[src/shared/stc_pkg.sv]
// Purpose: constants for sideband timing supervision
// Assumes: 250 MHz reference clock, 4 ns period
// Notes:   times kept in their own unit, cycle counts derived from them
package stc_pkg;
  localparam longint CLK_HZ         = 64'd250_000_000;
  localparam longint T1_US          = 64'd200;
  localparam longint T1_CYC         = (T1_US * CLK_HZ) / 64'd1_000_000;
  localparam int     T2_CLK         = 2;
  localparam longint T4_S           = 64'd2;
  localparam longint T4_CYC         = T4_S * CLK_HZ;
  localparam longint T5_MS          = 64'd50;
  localparam longint T5_CYC         = (T5_MS * CLK_HZ) / 64'd1000;
  localparam longint T6_S           = 64'd2;
  localparam longint T6_CYC         = T6_S * CLK_HZ;
  localparam longint T7_S           = 64'd2;
  localparam longint T7_CYC         = T7_S * CLK_HZ;
  localparam longint T8_CYC         = 64'd32000;
  localparam int     T9_CYC         = 32;
  localparam int     T10_CYC        = 32;
  localparam int     T11_CYC        = 32;
  localparam longint T12_CYC        = 64'd50331648;
  localparam int     T13_CYC        = 6;
  localparam longint T14_S          = 64'd4;
  localparam longint T14_CYC        = T14_S * CLK_HZ;
  localparam int     CNT_W          = 32;

  typedef enum logic [2:0] {
    STC_IDLE    = 3'b000,
    STC_PREP    = 3'b001,
    STC_SEND    = 3'b010,
    STC_HIZ     = 3'b011,
    STC_QUIET   = 3'b100
  } stc_drv_t;
endpackage

[src/verilog/stc_delay_line.sv]
// Purpose: fixed-length bit delay for arbitration bypass
// Assumes: depth at most the bypass limit
// Notes:   output comes from a register
module stc_delay_line
  import stc_pkg::*;
#(
  parameter int DEPTH = 8
)
(
  // clock and reset
  input  wire logic clock,
  input  wire logic reset_n,
  // bit stream
  input  wire logic bit_in,
  output logic      bit_out
);
  if (DEPTH < 1 || DEPTH > T10_CYC)
    $error("stc_delay_line: DEPTH out of range");

  logic [DEPTH-1:0] shift_reg;
  logic [DEPTH-1:0] shift_next;

  // shift then overwrite bit 0, so a depth of one needs no special case
  always_comb
  begin
    shift_next    = shift_reg << 1;
    shift_next[0] = bit_in;
  end

  always_ff @(posedge clock)
  begin
    if (!reset_n)
      shift_reg <= '0;
    else
      shift_reg <= shift_next;
  end

  assign bit_out = shift_reg[DEPTH-1];
endmodule

[src/verilog/stc_timing_ctrl.sv]
// Purpose: timing supervision of sideband drivers, responses, resets and arbitration
// Assumes: all events are one-cycle pulses synchronous to clock
// Notes:   deadline flags are sticky until reset
//
// Contract
// - after deselect response ends, outputs go high-impedance within 200 us
// - drivers enabled at least 2 clocks before first packet clock
// - able to answer commands within 2 s of interface power
// - normal response begins within 50 ms of command end
// - after asynchronous reset, may ignore traffic for at most 2 s
// - after synchronous reset response, may ignore traffic at most 2 s
// - wait at least 32000 clocks before declaring token timeout
// - next opcode on arbitration output within 32 clocks of opcode end
// - bypass delays each arbitration bit by at most 32 clocks; delay here is BYPASS_DLY + 1, so 33 at the allowed BYPASS_DLY of 32
// - receive data starts after driver-enable minimum, within 32 clocks of token; start here follows tx_request by three clocks, token not used
// - xoff renewals allowed only within 50331648 clocks of initial xoff
// - token may start at most 6 clocks before gap end
// - final response within 4 s of command end, delayed ones included
// - delayed limit ends at ready notification or internal ready when polling
// - arbitration buffer timing overrides packet-based output timing
// - these limits apply on the reduced media independent transport
module stc_timing_ctrl
  import stc_pkg::*;
#(
  parameter longint HIZ_CYC     = T1_CYC,
  parameter longint READY_CYC   = T4_CYC,
  parameter longint RESP_CYC    = T5_CYC,
  parameter longint ARST_CYC    = T6_CYC,
  parameter longint SRST_CYC    = T7_CYC,
  parameter longint TOKEN_CYC   = T8_CYC,
  parameter longint XOFF_CYC    = T12_CYC,
  parameter longint DELAYED_CYC = T14_CYC,
  parameter int     BYPASS_DLY  = 4
)
(
  // clock and reset
  input  wire logic clock,
  input  wire logic reset_n,
  // packet events from the controller core
  input  wire logic tx_request,
  input  wire logic tx_last,
  input  wire logic deselect_done,
  input  wire logic select_pkg,
  input  wire logic cmd_end,
  input  wire logic resp_start,
  input  wire logic resp_final,
  input  wire logic delayed_ready,
  input  wire logic delayed_aen_en,
  input  wire logic async_reset_evt,
  input  wire logic sync_reset_done,
  // arbitration
  input  wire logic hw_arb_en,
  input  wire logic arb_bypass,
  input  wire logic arb_in,
  input  wire logic opcode_end,
  input  wire logic token_rx,
  input  wire logic token_wait,
  input  wire logic gap_end_soon,
  input  wire logic xoff_request,
  // controls to the core and pins
  output logic      tx_start,
  output logic      drv_oe,
  output logic      arb_out,
  output logic      opcode_go,
  output logic      token_send_ok,
  output logic      token_timeout,
  output logic      xoff_allowed,
  output logic      cmd_ready,
  output logic      ignore_traffic,
  // deadline status
  output logic      resp_late,
  output logic      delayed_late,
  output logic      opcode_late
);
  if (HIZ_CYC < 1 || READY_CYC < 1 || RESP_CYC < 1 || TOKEN_CYC < T8_CYC)
    $error("stc_timing_ctrl: bad timing parameter");
  if (BYPASS_DLY < 1 || BYPASS_DLY > T10_CYC)
    $error("stc_timing_ctrl: bypass delay out of range");

  // driver sequencing
  stc_drv_t         drv_reg,    drv_next;
  logic [CNT_W-1:0] drv_cnt_reg, drv_cnt_next;
  logic             tx_start_reg, tx_start_next;
  logic             oe_reg,     oe_next;

  // counters for the long intervals
  logic [CNT_W-1:0] pwr_cnt_reg,  pwr_cnt_next;
  logic [CNT_W-1:0] rst_cnt_reg,  rst_cnt_next;
  logic [CNT_W-1:0] resp_cnt_reg, resp_cnt_next;
  logic [CNT_W-1:0] dly_cnt_reg,  dly_cnt_next;
  logic [CNT_W-1:0] tok_cnt_reg,  tok_cnt_next;
  logic [CNT_W-1:0] xoff_cnt_reg, xoff_cnt_next;
  logic [5:0]       op_cnt_reg,   op_cnt_next;
  logic             resp_act_reg, resp_act_next;
  logic             dly_act_reg,  dly_act_next;
  logic             op_act_reg,   op_act_next;
  logic             xoff_act_reg, xoff_act_next;
  logic             ready_reg,    ready_next;
  logic             ign_reg,      ign_next;
  logic             rlate_reg,    rlate_next;
  logic             dlate_reg,    dlate_next;
  logic             olate_reg,    olate_next;
  logic             tmo_reg,      tmo_next;
  logic             go_reg,       go_next;
  logic             tok_ok_reg,   tok_ok_next;
  logic             xok_reg,      xok_next;
  logic             bypass_bit;
  logic             arb_out_reg,  arb_out_next;
  stc_delay_line #(
    .DEPTH (BYPASS_DLY)
  ) u_bypass (
    .clock   (clock),
    .reset_n (reset_n),
    .bit_in  (arb_in),
    .bit_out (bypass_bit)
  );

  always_comb
  begin
    drv_next      = drv_reg;
    drv_cnt_next  = drv_cnt_reg;
    tx_start_next = 1'b0;
    oe_next       = oe_reg;
    case (drv_reg)
      STC_IDLE:
      begin
        if (tx_request && ready_reg && !ign_reg)
        begin
          drv_next     = STC_PREP;
          oe_next      = 1'b1;
          drv_cnt_next = '0;
        end
      end
      STC_PREP:
      begin
        drv_cnt_next = drv_cnt_reg + 1'b1;
        // start after exactly two enabled clocks, three clocks after the request; no token is seen here
        if (drv_cnt_reg >= CNT_W'(T2_CLK - 1))
        begin
          drv_next      = STC_SEND;
          tx_start_next = 1'b1;
        end
      end
      STC_SEND:
      begin
        if (tx_last)
        begin
          drv_cnt_next = '0;
          drv_next     = (deselect_done && !hw_arb_en) ? STC_HIZ : STC_IDLE;
          if (hw_arb_en)
            oe_next = 1'b0;
        end
      end
      STC_HIZ:
      begin
        // release at once; counter advances but nothing reads it
        drv_cnt_next = drv_cnt_reg + 1'b1;
        oe_next      = 1'b0;
        drv_next     = STC_QUIET;
      end
      STC_QUIET:
      begin
        if (select_pkg)
          drv_next = STC_IDLE;
      end
      default:
      begin
        drv_next = STC_IDLE;
        oe_next  = 1'b0;
      end
    endcase
  end

  // sync reset folded into each register, reset values all constants
  always_ff @(posedge clock)
  begin
    drv_reg      <= reset_n ? drv_next : STC_QUIET;
    drv_cnt_reg  <= reset_n ? drv_cnt_next : '0;
    tx_start_reg <= reset_n ? tx_start_next : 1'b0;
    oe_reg       <= reset_n ? oe_next : 1'b0;
  end

  // readiness, reset windows, response deadlines, arbitration timers
  always_comb
  begin
    pwr_cnt_next  = pwr_cnt_reg;
    ready_next    = ready_reg;
    rst_cnt_next  = rst_cnt_reg;
    ign_next      = ign_reg;
    resp_cnt_next = resp_cnt_reg;
    resp_act_next = resp_act_reg;
    rlate_next    = rlate_reg;
    dly_cnt_next  = dly_cnt_reg;
    dly_act_next  = dly_act_reg;
    dlate_next    = dlate_reg;
    op_cnt_next   = op_cnt_reg;
    op_act_next   = op_act_reg;
    olate_next    = olate_reg;
    go_next       = 1'b0;
    tok_cnt_next  = tok_cnt_reg;
    tmo_next      = 1'b0;
    xoff_cnt_next = xoff_cnt_reg;
    xoff_act_next = xoff_act_reg;
    xok_next      = xok_reg;
    tok_ok_next   = gap_end_soon;
    arb_out_next  = arb_bypass ? bypass_bit : arb_out_reg;
    // power-up ready, capped well inside the limit
    if (!ready_reg)
    begin
      pwr_cnt_next = pwr_cnt_reg + 1'b1;
      if (pwr_cnt_reg >= CNT_W'(READY_CYC / 64'd2))
        ready_next = 1'b1;
    end
    // reset windows; half the limit, restarted at the start edge
    if (async_reset_evt || sync_reset_done)
    begin
      ign_next     = 1'b1;
      rst_cnt_next = '0;
    end
    else if (ign_reg)
    begin
      rst_cnt_next = rst_cnt_reg + 1'b1;
      if (rst_cnt_reg >= CNT_W'((ARST_CYC < SRST_CYC ? ARST_CYC : SRST_CYC) / 64'd2))
        ign_next = 1'b0;
    end
    // normal response deadline
    if (cmd_end)
    begin
      resp_act_next = 1'b1;
      resp_cnt_next = '0;
    end
    else if (resp_start)
      resp_act_next = 1'b0;
    else if (resp_act_reg)
    begin
      resp_cnt_next = resp_cnt_reg + 1'b1;
      if (resp_cnt_reg >= CNT_W'(RESP_CYC - 64'd1))
        rlate_next = 1'b1;
    end
    // delayed response deadline
    if (cmd_end)
    begin
      dly_act_next = 1'b1;
      dly_cnt_next = '0;
    end
    else if (resp_final || (delayed_ready && delayed_aen_en) || (delayed_ready && !delayed_aen_en))
      dly_act_next = 1'b0;
    else if (dly_act_reg)
    begin
      dly_cnt_next = dly_cnt_reg + 1'b1;
      if (dly_cnt_reg >= CNT_W'(DELAYED_CYC - 64'd1))
        dlate_next = 1'b1;
    end
    // opcode processing: issue next opcode well inside the limit
    if (opcode_end && hw_arb_en && !arb_bypass)
    begin
      op_act_next = 1'b1;
      op_cnt_next = '0;
    end
    else if (op_act_reg)
    begin
      op_cnt_next = op_cnt_reg + 1'b1;
      if (op_cnt_reg == 6'(T9_CYC / 4))
      begin
        go_next     = 1'b1;
        op_act_next = 1'b0;
      end
      if (op_cnt_reg >= 6'(T9_CYC - 1))
        olate_next = 1'b1;
    end
    // token timeout, never before the minimum
    if (!token_wait || token_rx)
      tok_cnt_next = '0;
    else if (tok_cnt_reg >= CNT_W'(TOKEN_CYC - 64'd1))
    begin
      tmo_next     = 1'b1;
      tok_cnt_next = '0;
    end
    else
      tok_cnt_next = tok_cnt_reg + 1'b1;
    // xoff renewal window
    if (xoff_request && !xoff_act_reg)
    begin
      xoff_act_next = 1'b1;
      xok_next      = 1'b1;
      xoff_cnt_next = '0;
    end
    else if (xoff_act_reg)
    begin
      xoff_cnt_next = xoff_cnt_reg + 1'b1;
      if (xoff_cnt_reg >= CNT_W'(XOFF_CYC - 64'd1))
      begin
        xok_next      = 1'b0;
        xoff_act_next = 1'b0;
      end
    end
  end

  always_ff @(posedge clock)
  begin
    pwr_cnt_reg  <= reset_n ? pwr_cnt_next : '0;
    ready_reg    <= reset_n ? ready_next : 1'b0;
    rst_cnt_reg  <= reset_n ? rst_cnt_next : '0;
    ign_reg      <= reset_n ? ign_next : 1'b0;
    resp_cnt_reg <= reset_n ? resp_cnt_next : '0;
    resp_act_reg <= reset_n ? resp_act_next : 1'b0;
    rlate_reg    <= reset_n ? rlate_next : 1'b0;
    dly_cnt_reg  <= reset_n ? dly_cnt_next : '0;
    dly_act_reg  <= reset_n ? dly_act_next : 1'b0;
    dlate_reg    <= reset_n ? dlate_next : 1'b0;
    op_cnt_reg   <= reset_n ? op_cnt_next : '0;
    op_act_reg   <= reset_n ? op_act_next : 1'b0;
    olate_reg    <= reset_n ? olate_next : 1'b0;
    go_reg       <= reset_n ? go_next : 1'b0;
    tok_cnt_reg  <= reset_n ? tok_cnt_next : '0;
    tmo_reg      <= reset_n ? tmo_next : 1'b0;
    xoff_cnt_reg <= reset_n ? xoff_cnt_next : '0;
    xoff_act_reg <= reset_n ? xoff_act_next : 1'b0;
    xok_reg      <= reset_n ? xok_next : 1'b0;
    tok_ok_reg   <= reset_n ? tok_ok_next : 1'b0;
    arb_out_reg  <= reset_n ? arb_out_next : 1'b0;
  end

  assign tx_start       = tx_start_reg;
  assign drv_oe         = oe_reg;
  assign arb_out        = arb_out_reg;
  assign opcode_go      = go_reg;
  assign token_send_ok  = tok_ok_reg;
  assign token_timeout  = tmo_reg;
  assign xoff_allowed   = xok_reg;
  assign cmd_ready      = ready_reg;
  assign ignore_traffic = ign_reg;
  assign resp_late      = rlate_reg;
  assign delayed_late   = dlate_reg;
  assign opcode_late    = olate_reg;
endmodule
[config.mk]
export PLATFORM = sky130hd
export DESIGN_NAME = stc_timing_ctrl
export DESIGN_NICKNAME = d
export VERILOG_FILES = /design/src/shared/stc_pkg.sv /design/src/verilog/stc_delay_line.sv /design/src/verilog/stc_timing_ctrl.sv
export SDC_FILE = /design/constraint.sdc
export NUM_CORES = 1
export LEC_CHECK = 0
export ABC_AREA = 1
export BUFFER_PORTS_ARGS = -buffer_cell sky130_fd_sc_hd__clkbuf_2
export CORE_MARGIN = 2
export CORE_UTILIZATION = 45
export DETAILED_ROUTE_END_ITERATION = 10
export PLACE_DENSITY_LB_ADDON = 0.15
export REMOVE_ABC_BUFFERS = 1
export SLEW_MARGIN = 20
export SYNTH_ARGS = -nofsm -noshare
export SYNTH_HDL_FRONTEND = slang
export SYNTH_SLANG_ARGS = --single-unit
[constraint.sdc]
create_clock -name clock -period 4.3 [get_ports clock]
set_input_delay 0.86 -clock clock [delete_from_list [all_inputs] [get_ports clock]]
set_output_delay 0.86 -clock clock [all_outputs]
set_load 0.01 [all_outputs]
==> run_results.csv, run 1 <==
group,metric,value,unit
sta,rsz0062_at_grt,"no",
worst_setup_path,worst_setup_path_start_kind,"primary input",
place,placed_cell_area,13500,um2
sta,fin_setup_tns,0,ns
drt,wl_met2,12400,um
drt,vias_per_cell,4.84,
clocking,cts_tree,"yes",
power,max-vdd-ir-drop,281,uV
drt,num_vias,11900,
synth,synthArstFlopShare,0,
clocking,cts_root_buf,"clkbuf_16",
power,p_per_area,347,nW/um2
synth,synth_top_area_share,0.391,
clocking,cts_hold_buf,0,
sta,relSlewSlack,0.341,
drt,firstDrtPassIters,5,
synth,synth_warnings,0,
die,rows,62,
synth,syn_avg_cell_area,6.50,um2
drt,top_layer_used,"met4",
worst_setup_path,crit_required,4.76,ns
global_routing,grt_overflow,0,
synth,syn_area,13000,um2
sta,tightest_slew,0.985,ns
worst_setup_path,crit_chain,"clkbuf_2 > nor2_1 > nand2_1 > inv_1 > o21ai_0 > a21oi_1",
final_layout,area_growth,11.8,%
place,gp_congestion,0.856,
power,power_leakage,5.51,nW
worst_setup_path,arrival,2.68,ns
synth,ys_top_cells_by_area,"dfxtp_1 39%, nand2_1 14%, nor2_1 11%",
global_routing,first_global_vias,11000,
global_routing,antenna_found_initial,0,
clocking,clk_pin_slew_worst_paths,0.06,ns
worst_setup_path,reg2reg_depth,7,
sta,setup_viol,0,
sta,max_freq,0.452,GHz
clocking,cts_sinks,253,
worst_setup_path,worst-path-buf-inv,2,
clocking,cts_buffers,29,
worst_setup_path,cp_max_fo,22,
synth,synth_edf_count,0,
hold_path,hold_path.class,"reg2reg",
sta,whs,0.431,ns
drt,wire_per_inst,11.5,um
global_routing,grt_pass1_wl,49100,um
worst_setup_path,cp-end-kind,"flip-flop",
final_layout,antenna-diode-count,0,
sta,timing_hold_violations_final,0,
synth,ys.flop_type,"dfxtp_1",
drt,wl_met3,923,um
die,die_width,174,um
final_layout,layout-drive-gt1-share,0.0672,
global_routing,grt_max_degree,43,
final_layout,fin_area,14500,um2
die,die_h,174,um
clocking,cts_buffer_depth,3,
worst_setup_path,slowest_stage,"inv_1",
sta,timing.final.max_slew_violations,0,
clocking,cts-resized-gates,0,
hold_path,min_path_cells,2,
sta,final.min_clock_period,2.21,ns
place,port_buffers,31,
drt,routedLengthMet1,14200,um
synth,ys_types,49,
synth,synth_most_common_cell,"nand2_1",
synth,yosys-top-cells-count,"473 x nand2_1, 369 x nor2_1, 266 x inv_1",
place,dp.final_hpwl,20500,um
clocking,post-cts-setup-buffers,0,
synth,ys_ff_latch,253,
final_layout,nets,2082,
synth,syn_inst,1996,
die,core_area,28500,um2
worst_setup_path,r2r_slack,2.28,ns
drt,drtIter0Drc,754,
clocking,htreeDepth,1,
die,initial_core_util,0.454,
worst_setup_path,critPathTopFamily,"simple AND/OR/NAND/NOR gates",
drt,drt.antenna.violating_nets,0,
sta,clock-skew-final,0.0132,ns
worst_setup_path,cpPeakStageDelay,0.57,ns
final_layout,fillers,3013,
drt,drt_wl_total,28100,um
synth,synth_top_area_cell,"dfxtp_1",
sta,timing.final.crit_share,0.514,
worst_setup_path,setup.worst_path.class,"in2reg",
worst_setup_path,cp.depth,6,
drt,remaining_drc_errors,0,
global_routing,grt_usage,0.187,
die,io_pins,33,
run_status,status,"completed",
clocking,clk_latency,0.54,ns
job,max-cap-violations,0,
synth,yosysSeqAreaShare,0.391,
die,die_area,30200,um2
==> report_power, final <==
| part | internal (W) | total [W] | switching, W | leakage, nW |
|---|---|---|---|---|
| Sequential | 0.00237 | 0.00239 | 0.0000169 | 2.05 |
| Combinational | 0.0000471 | 0.000163 | 0.000116 | 2.97 |
| Clock | 0.00153 | 0.00249 | 0.000958 | 0.488 |
==> layer usage <==
layer  track usage  vias to the layer above
met5             0                        -
met4        0.0501                        0
met3        0.0230                       36
met2         0.313                      133
met1         0.255                     5274
li1              -                     6431
==> final cells by class <==
cell class,count,area [um2],share of cell area
timing repair buffer,34,178,0.0122
clock buffer,35,788,0.0543
multi-input combinational,1457,6790,0.468
tap,384,480,0.0331
clock inverter,15,175,0.0121
inverter,273,1020,0.0707
sequential,253,5060,0.349
==> cells in the final DEF (no fill, tap or decap), types with 6 or more instances in the layout <==
master / synthesis / layout
a21oi_1: 113 / 113
xor2_1: 25 / 25
nor2_1: 369 / 369
ha_1: 13 / 13
clkinv_2: 0 / 11
nor2_2: 20 / 20
clkbuf_16: 0 / 29
nor3_1: 75 / 75
nand2_2: 6 / 6
xnor2_1: 14 / 14
clkbuf_2: 0 / 31
nor2_4: 7 / 7
o21ai_0: 72 / 72
inv_1: 266 / 266
nand4_1: 46 / 46
o21a_1: 7 / 7
nor4_1: 7 / 7
nand3_1: 149 / 149
inv_2: 7 / 7
nand2_1: 473 / 473
dfxtp_1: 253 / 253
conb_1: 1 / 17
==> final timing paths <==
path / start / end
worst min register to register: u_bypass.shift_reg[2]$_SDFF_PN0_ / u_bypass.shift_reg[3]$_SDFF_PN0_
worst max register to register: xoff_act_reg$_SDFF_PN0_ / xoff_cnt_reg[9]$_SDFFE_PP0P_
worst max-delay path: sync_reset_done / rst_cnt_reg[8]$_SDFFE_PP0P_
worst min-delay path: u_bypass.shift_reg[2]$_SDFF_PN0_ / u_bypass.shift_reg[3]$_SDFF_PN0_
==> worst register-to-register path, cell delays in order, from the launching register on <==
cell     delay (ns)
dfxtp_1        0.54
inv_1          0.19
nand2_1        0.09
inv_1          0.09
nor2_4         0.25
inv_1          0.42
a21oi_1        0.25
o21a_1         0.13
==> metrics by stage <==
stage | std cells | util | setup WS (ns) | total power [W]
after floorplan | 1983 | - | 1.36 | 0.00254
after global placement | 2401 | 0.474 | 1.48 | 0.00260
after detailed placement | 2401 | 0.474 | 1.48 | 0.00260
after CTS | 2451 | 0.508 | 2.04 | 0.00511
after global routing | 2451 | 0.508 | 1.91 | 0.00523
final | 2451 | 0.508 | 2.09 | 0.00503
==> logic make-up (layout without fill, tap and decap cells) <==
| kind of cell | count (synthesis) | in the layout | share of synthesized area |
|---|---|---|---|
| simple gates | 1183 | 1183 | 0.397 |
| buf+inv | 302 | 357 | 0.0904 |
| compound gates | 205 | 205 | 0.0832 |
| fa+ha+maj | 13 | 13 | 0.0125 |
| other cells | 1 | 17 | 0.000289 |
| flops | 253 | 253 | 0.391 |
| xor+xnor | 39 | 39 | 0.0263 |
No activity file was read; power rests on OpenSTA's default activity.
==> run 2, diff against run 1 <==
==> constraint.sdc (replaced) <==
create_clock -name clock -period 1.95 [get_ports clock]
set_input_delay 0.39 -clock clock [delete_from_list [all_inputs] [get_ports clock]]
set_output_delay 0.39 -clock clock [all_outputs]
set_load 0.01 [all_outputs]
==> run 2 against run 1 <==
  * First-iteration DRC count down 8.8%
  * Worst hold slack worse by 0.41 ns
  * Combinational power grew 140%
  * Global-route usage grew 0.49 points
  * Via count rose by 1.3%
  * Core utilization increased by 1.3 points
  * Register-to-register slack got worse by 2.0 ns
  * Final area grew 2.5%
  * Sequential share of layout area is 0.85 points lower
  * Flip-flop and latch count is the same
  * Critical path type is now reg2reg
  * Critical endpoint is now drv_cnt_reg[20]$_SDFFE_PN0P_
  * Highest routed layer unchanged
==> run_results.csv, run 2 (synthesized netlist as in run 1, its figures left out) <==
group,metric,value,unit
global_routing,grt_pass1_wl,50300,um
die,die_area,30200,um2
global_routing,first_global_vias,11200,
sta,relSlewSlack,0.670,
clocking,cts_buffer_depth,3,
die,die_width,174,um
worst_setup_path,r2r_start,"drv_cnt_reg[0]$_SDFFE_PN0P_",
clocking,clk_pin_slew_worst_paths,0.06,ns
drt,drt_wl_total,28700,um
clocking,post-cts-setup-buffers,0,
final_layout,fin_area,14900,um2
worst_setup_path,cp_max_fo,6,
sta,setup_viol,0,
clocking,cts_root_buf,"clkbuf_16",
power,power_leakage,5.70,nW
die,core_area,28500,um2
drt,drt.antenna.violating_nets,0,
worst_setup_path,path_common_cell,"nor2_1",
final_layout,antenna-diode-count,0,
sta,timing.final.crit_share,0.875,
clocking,cts_buffers,30,
clocking,cts_sinks,253,
power,max-vdd-ir-drop,672,uV
die,initial_core_util,0.454,
worst_setup_path,cpPeakStageDelay,0.39,ns
drt,wire_per_inst,11.6,um
hold_path,min_from,"gap_end_soon",
clocking,cts_tree,"yes",
worst_setup_path,slowest_stage,"dfxtp_1",
sta,max_freq,0.586,GHz
die,io_pins,33,
place,gp_congestion,0.863,
final_layout,final_cells,2479,
sta,rsz0062_at_grt,"no",
worst_setup_path,cp-end-kind,"flip-flop",
drt,remaining_drc_errors,0,
place,port_buffers,31,
worst_setup_path,worst-path-buf-inv,0,
sta,fin_setup_tns,0,ns
final_layout,final_cell_mix,"472 x nand2_1, 367 x nor2_1, 266 x inv_1",
power,pwr-share-comb,0.034,
global_routing,grt_usage,0.192,
sta,clock-skew-final,0.0114,ns
die,die_h,174,um
hold_path,hold_path.class,"in2reg",
place,placed_cell_area,13700,um2
sta,timing_hold_violations_final,0,
sta,whs,0.0252,ns
job,max-cap-violations,0,
global_routing,antenna_found_initial,0,
sta,timing.final.max_slew_violations,0,
final_layout,layout-drive-gt1-share,0.0816,
die,rows,62,
clocking,htreeDepth,1,
run_status,status,"completed",
power,switching_share,0.214,
clocking,clk_latency,0.55,ns
drt,num_vias,12000,
worst_setup_path,crit_required,2.44,ns
sta,tightest_slew,0.491,ns
worst_setup_path,cp-startpoint,"drv_cnt_reg[0]$_SDFFE_PN0P_",
worst_setup_path,setup.worst_path.class,"reg2reg",
place,placedCellCount,2424,
global_routing,grt_max_degree,33,
drt,drtIter0Drc,688,
drt,vias_per_cell,4.85,
power,switching_power,0.00253,W
power,p_int,0.00930,W
worst_setup_path,arrival,2.19,ns
power,p_per_area,796,nW/um2
final_layout,nets,2106,
sta,final.min_clock_period,1.71,ns
worst_setup_path,critPathTopFamily,"simple AND/OR/NAND/NOR gates",
power,p_clk_frac,0.522,
worst_setup_path,crit_chain,"ha_1 > nand3_1 > nor2_4 > nand2_1 > nor2_1 > nand3_1 > nor2_1 > nor2_1 > nor2_1",
place,dp.final_hpwl,20900,um
global_routing,grt_overflow,0,
power,seq_power_share,0.444,
final_layout,area_growth,14.6,%
worst_setup_path,worst_setup_path_start_kind,"flip-flop",
final_layout,layout_commonest_cell,"nand2_1",
drt,firstDrtPassIters,5,
[run 2: per-stage QoR]
stage / worst slack (ns) / util / power [W]
after detailed placement: 0.162 / 0.481 / 0.00577
final: 0.244 / 0.521 / 0.0118
after floorplan: -0.516 / - / 0.00560
after global routing: 0.00796 / 0.521 / 0.0123
after global placement: 0.196 / 0.481 / 0.00576
after CTS: 0.147 / 0.520 / 0.0120
[run 2: repair_timing]
action / CTS / global route
hold buffers: 0 / 0
gates resized for setup: 0 / 4
setup endpoints to repair: 0 / 7
[run 2: path summary, 6_finish.rpt]
path | slack, ns | cells past startpoint | to
setup / recovery | 0.24 | 9 | drv_cnt_reg[20]$_SDFFE_PN0P_
hold / removal | 0.03 | 3 | token_send_ok$_SDFF_PN0_
setup reg to reg | 0.24 | 9 | drv_cnt_reg[20]$_SDFFE_PN0P_
hold reg to reg | 0.41 | 2 | u_bypass.shift_reg[1]$_SDFF_PN0_
[run 2: worst min-delay path: cells and delay by family]
family,cells,cell delay (ns)
buffers and inverters,2,0.11
AND/OR/NAND/NOR,1,0.04
[run 2: cell type report]
cell class | instances | area [um2]
Clock inverter | 16 | 251
Sequential cell | 253 | 5060
Fill cell | 2898 | 13700
Inverter | 273 | 1020
Tap cell | 384 | 480
Timing Repair Buffer | 57 | 363
Clock buffer | 39 | 876
Multi-Input combinational cell | 1457 | 6810
[run 2: power groups by stage]
stage	Sequential (W)	Clock, W	Combinational (W)
floorplan	0.00537	0	0.000233
CTS	0.00525	0.00636	0.000403
detailed placement	0.00537	0	0.000402
global placement	0.00537	0	0.000396
finish	0.00525	0.00618	0.000399
global route	0.00526	0.00657	0.000453
[run 2: layer usage]
layer / share of wire / global-route usage
met5: 0 / 0
met4: 0.019 / 0.0403
met3: 0.032 / 0.0250
met2: 0.44 / 0.328
met1: 0.51 / 0.259
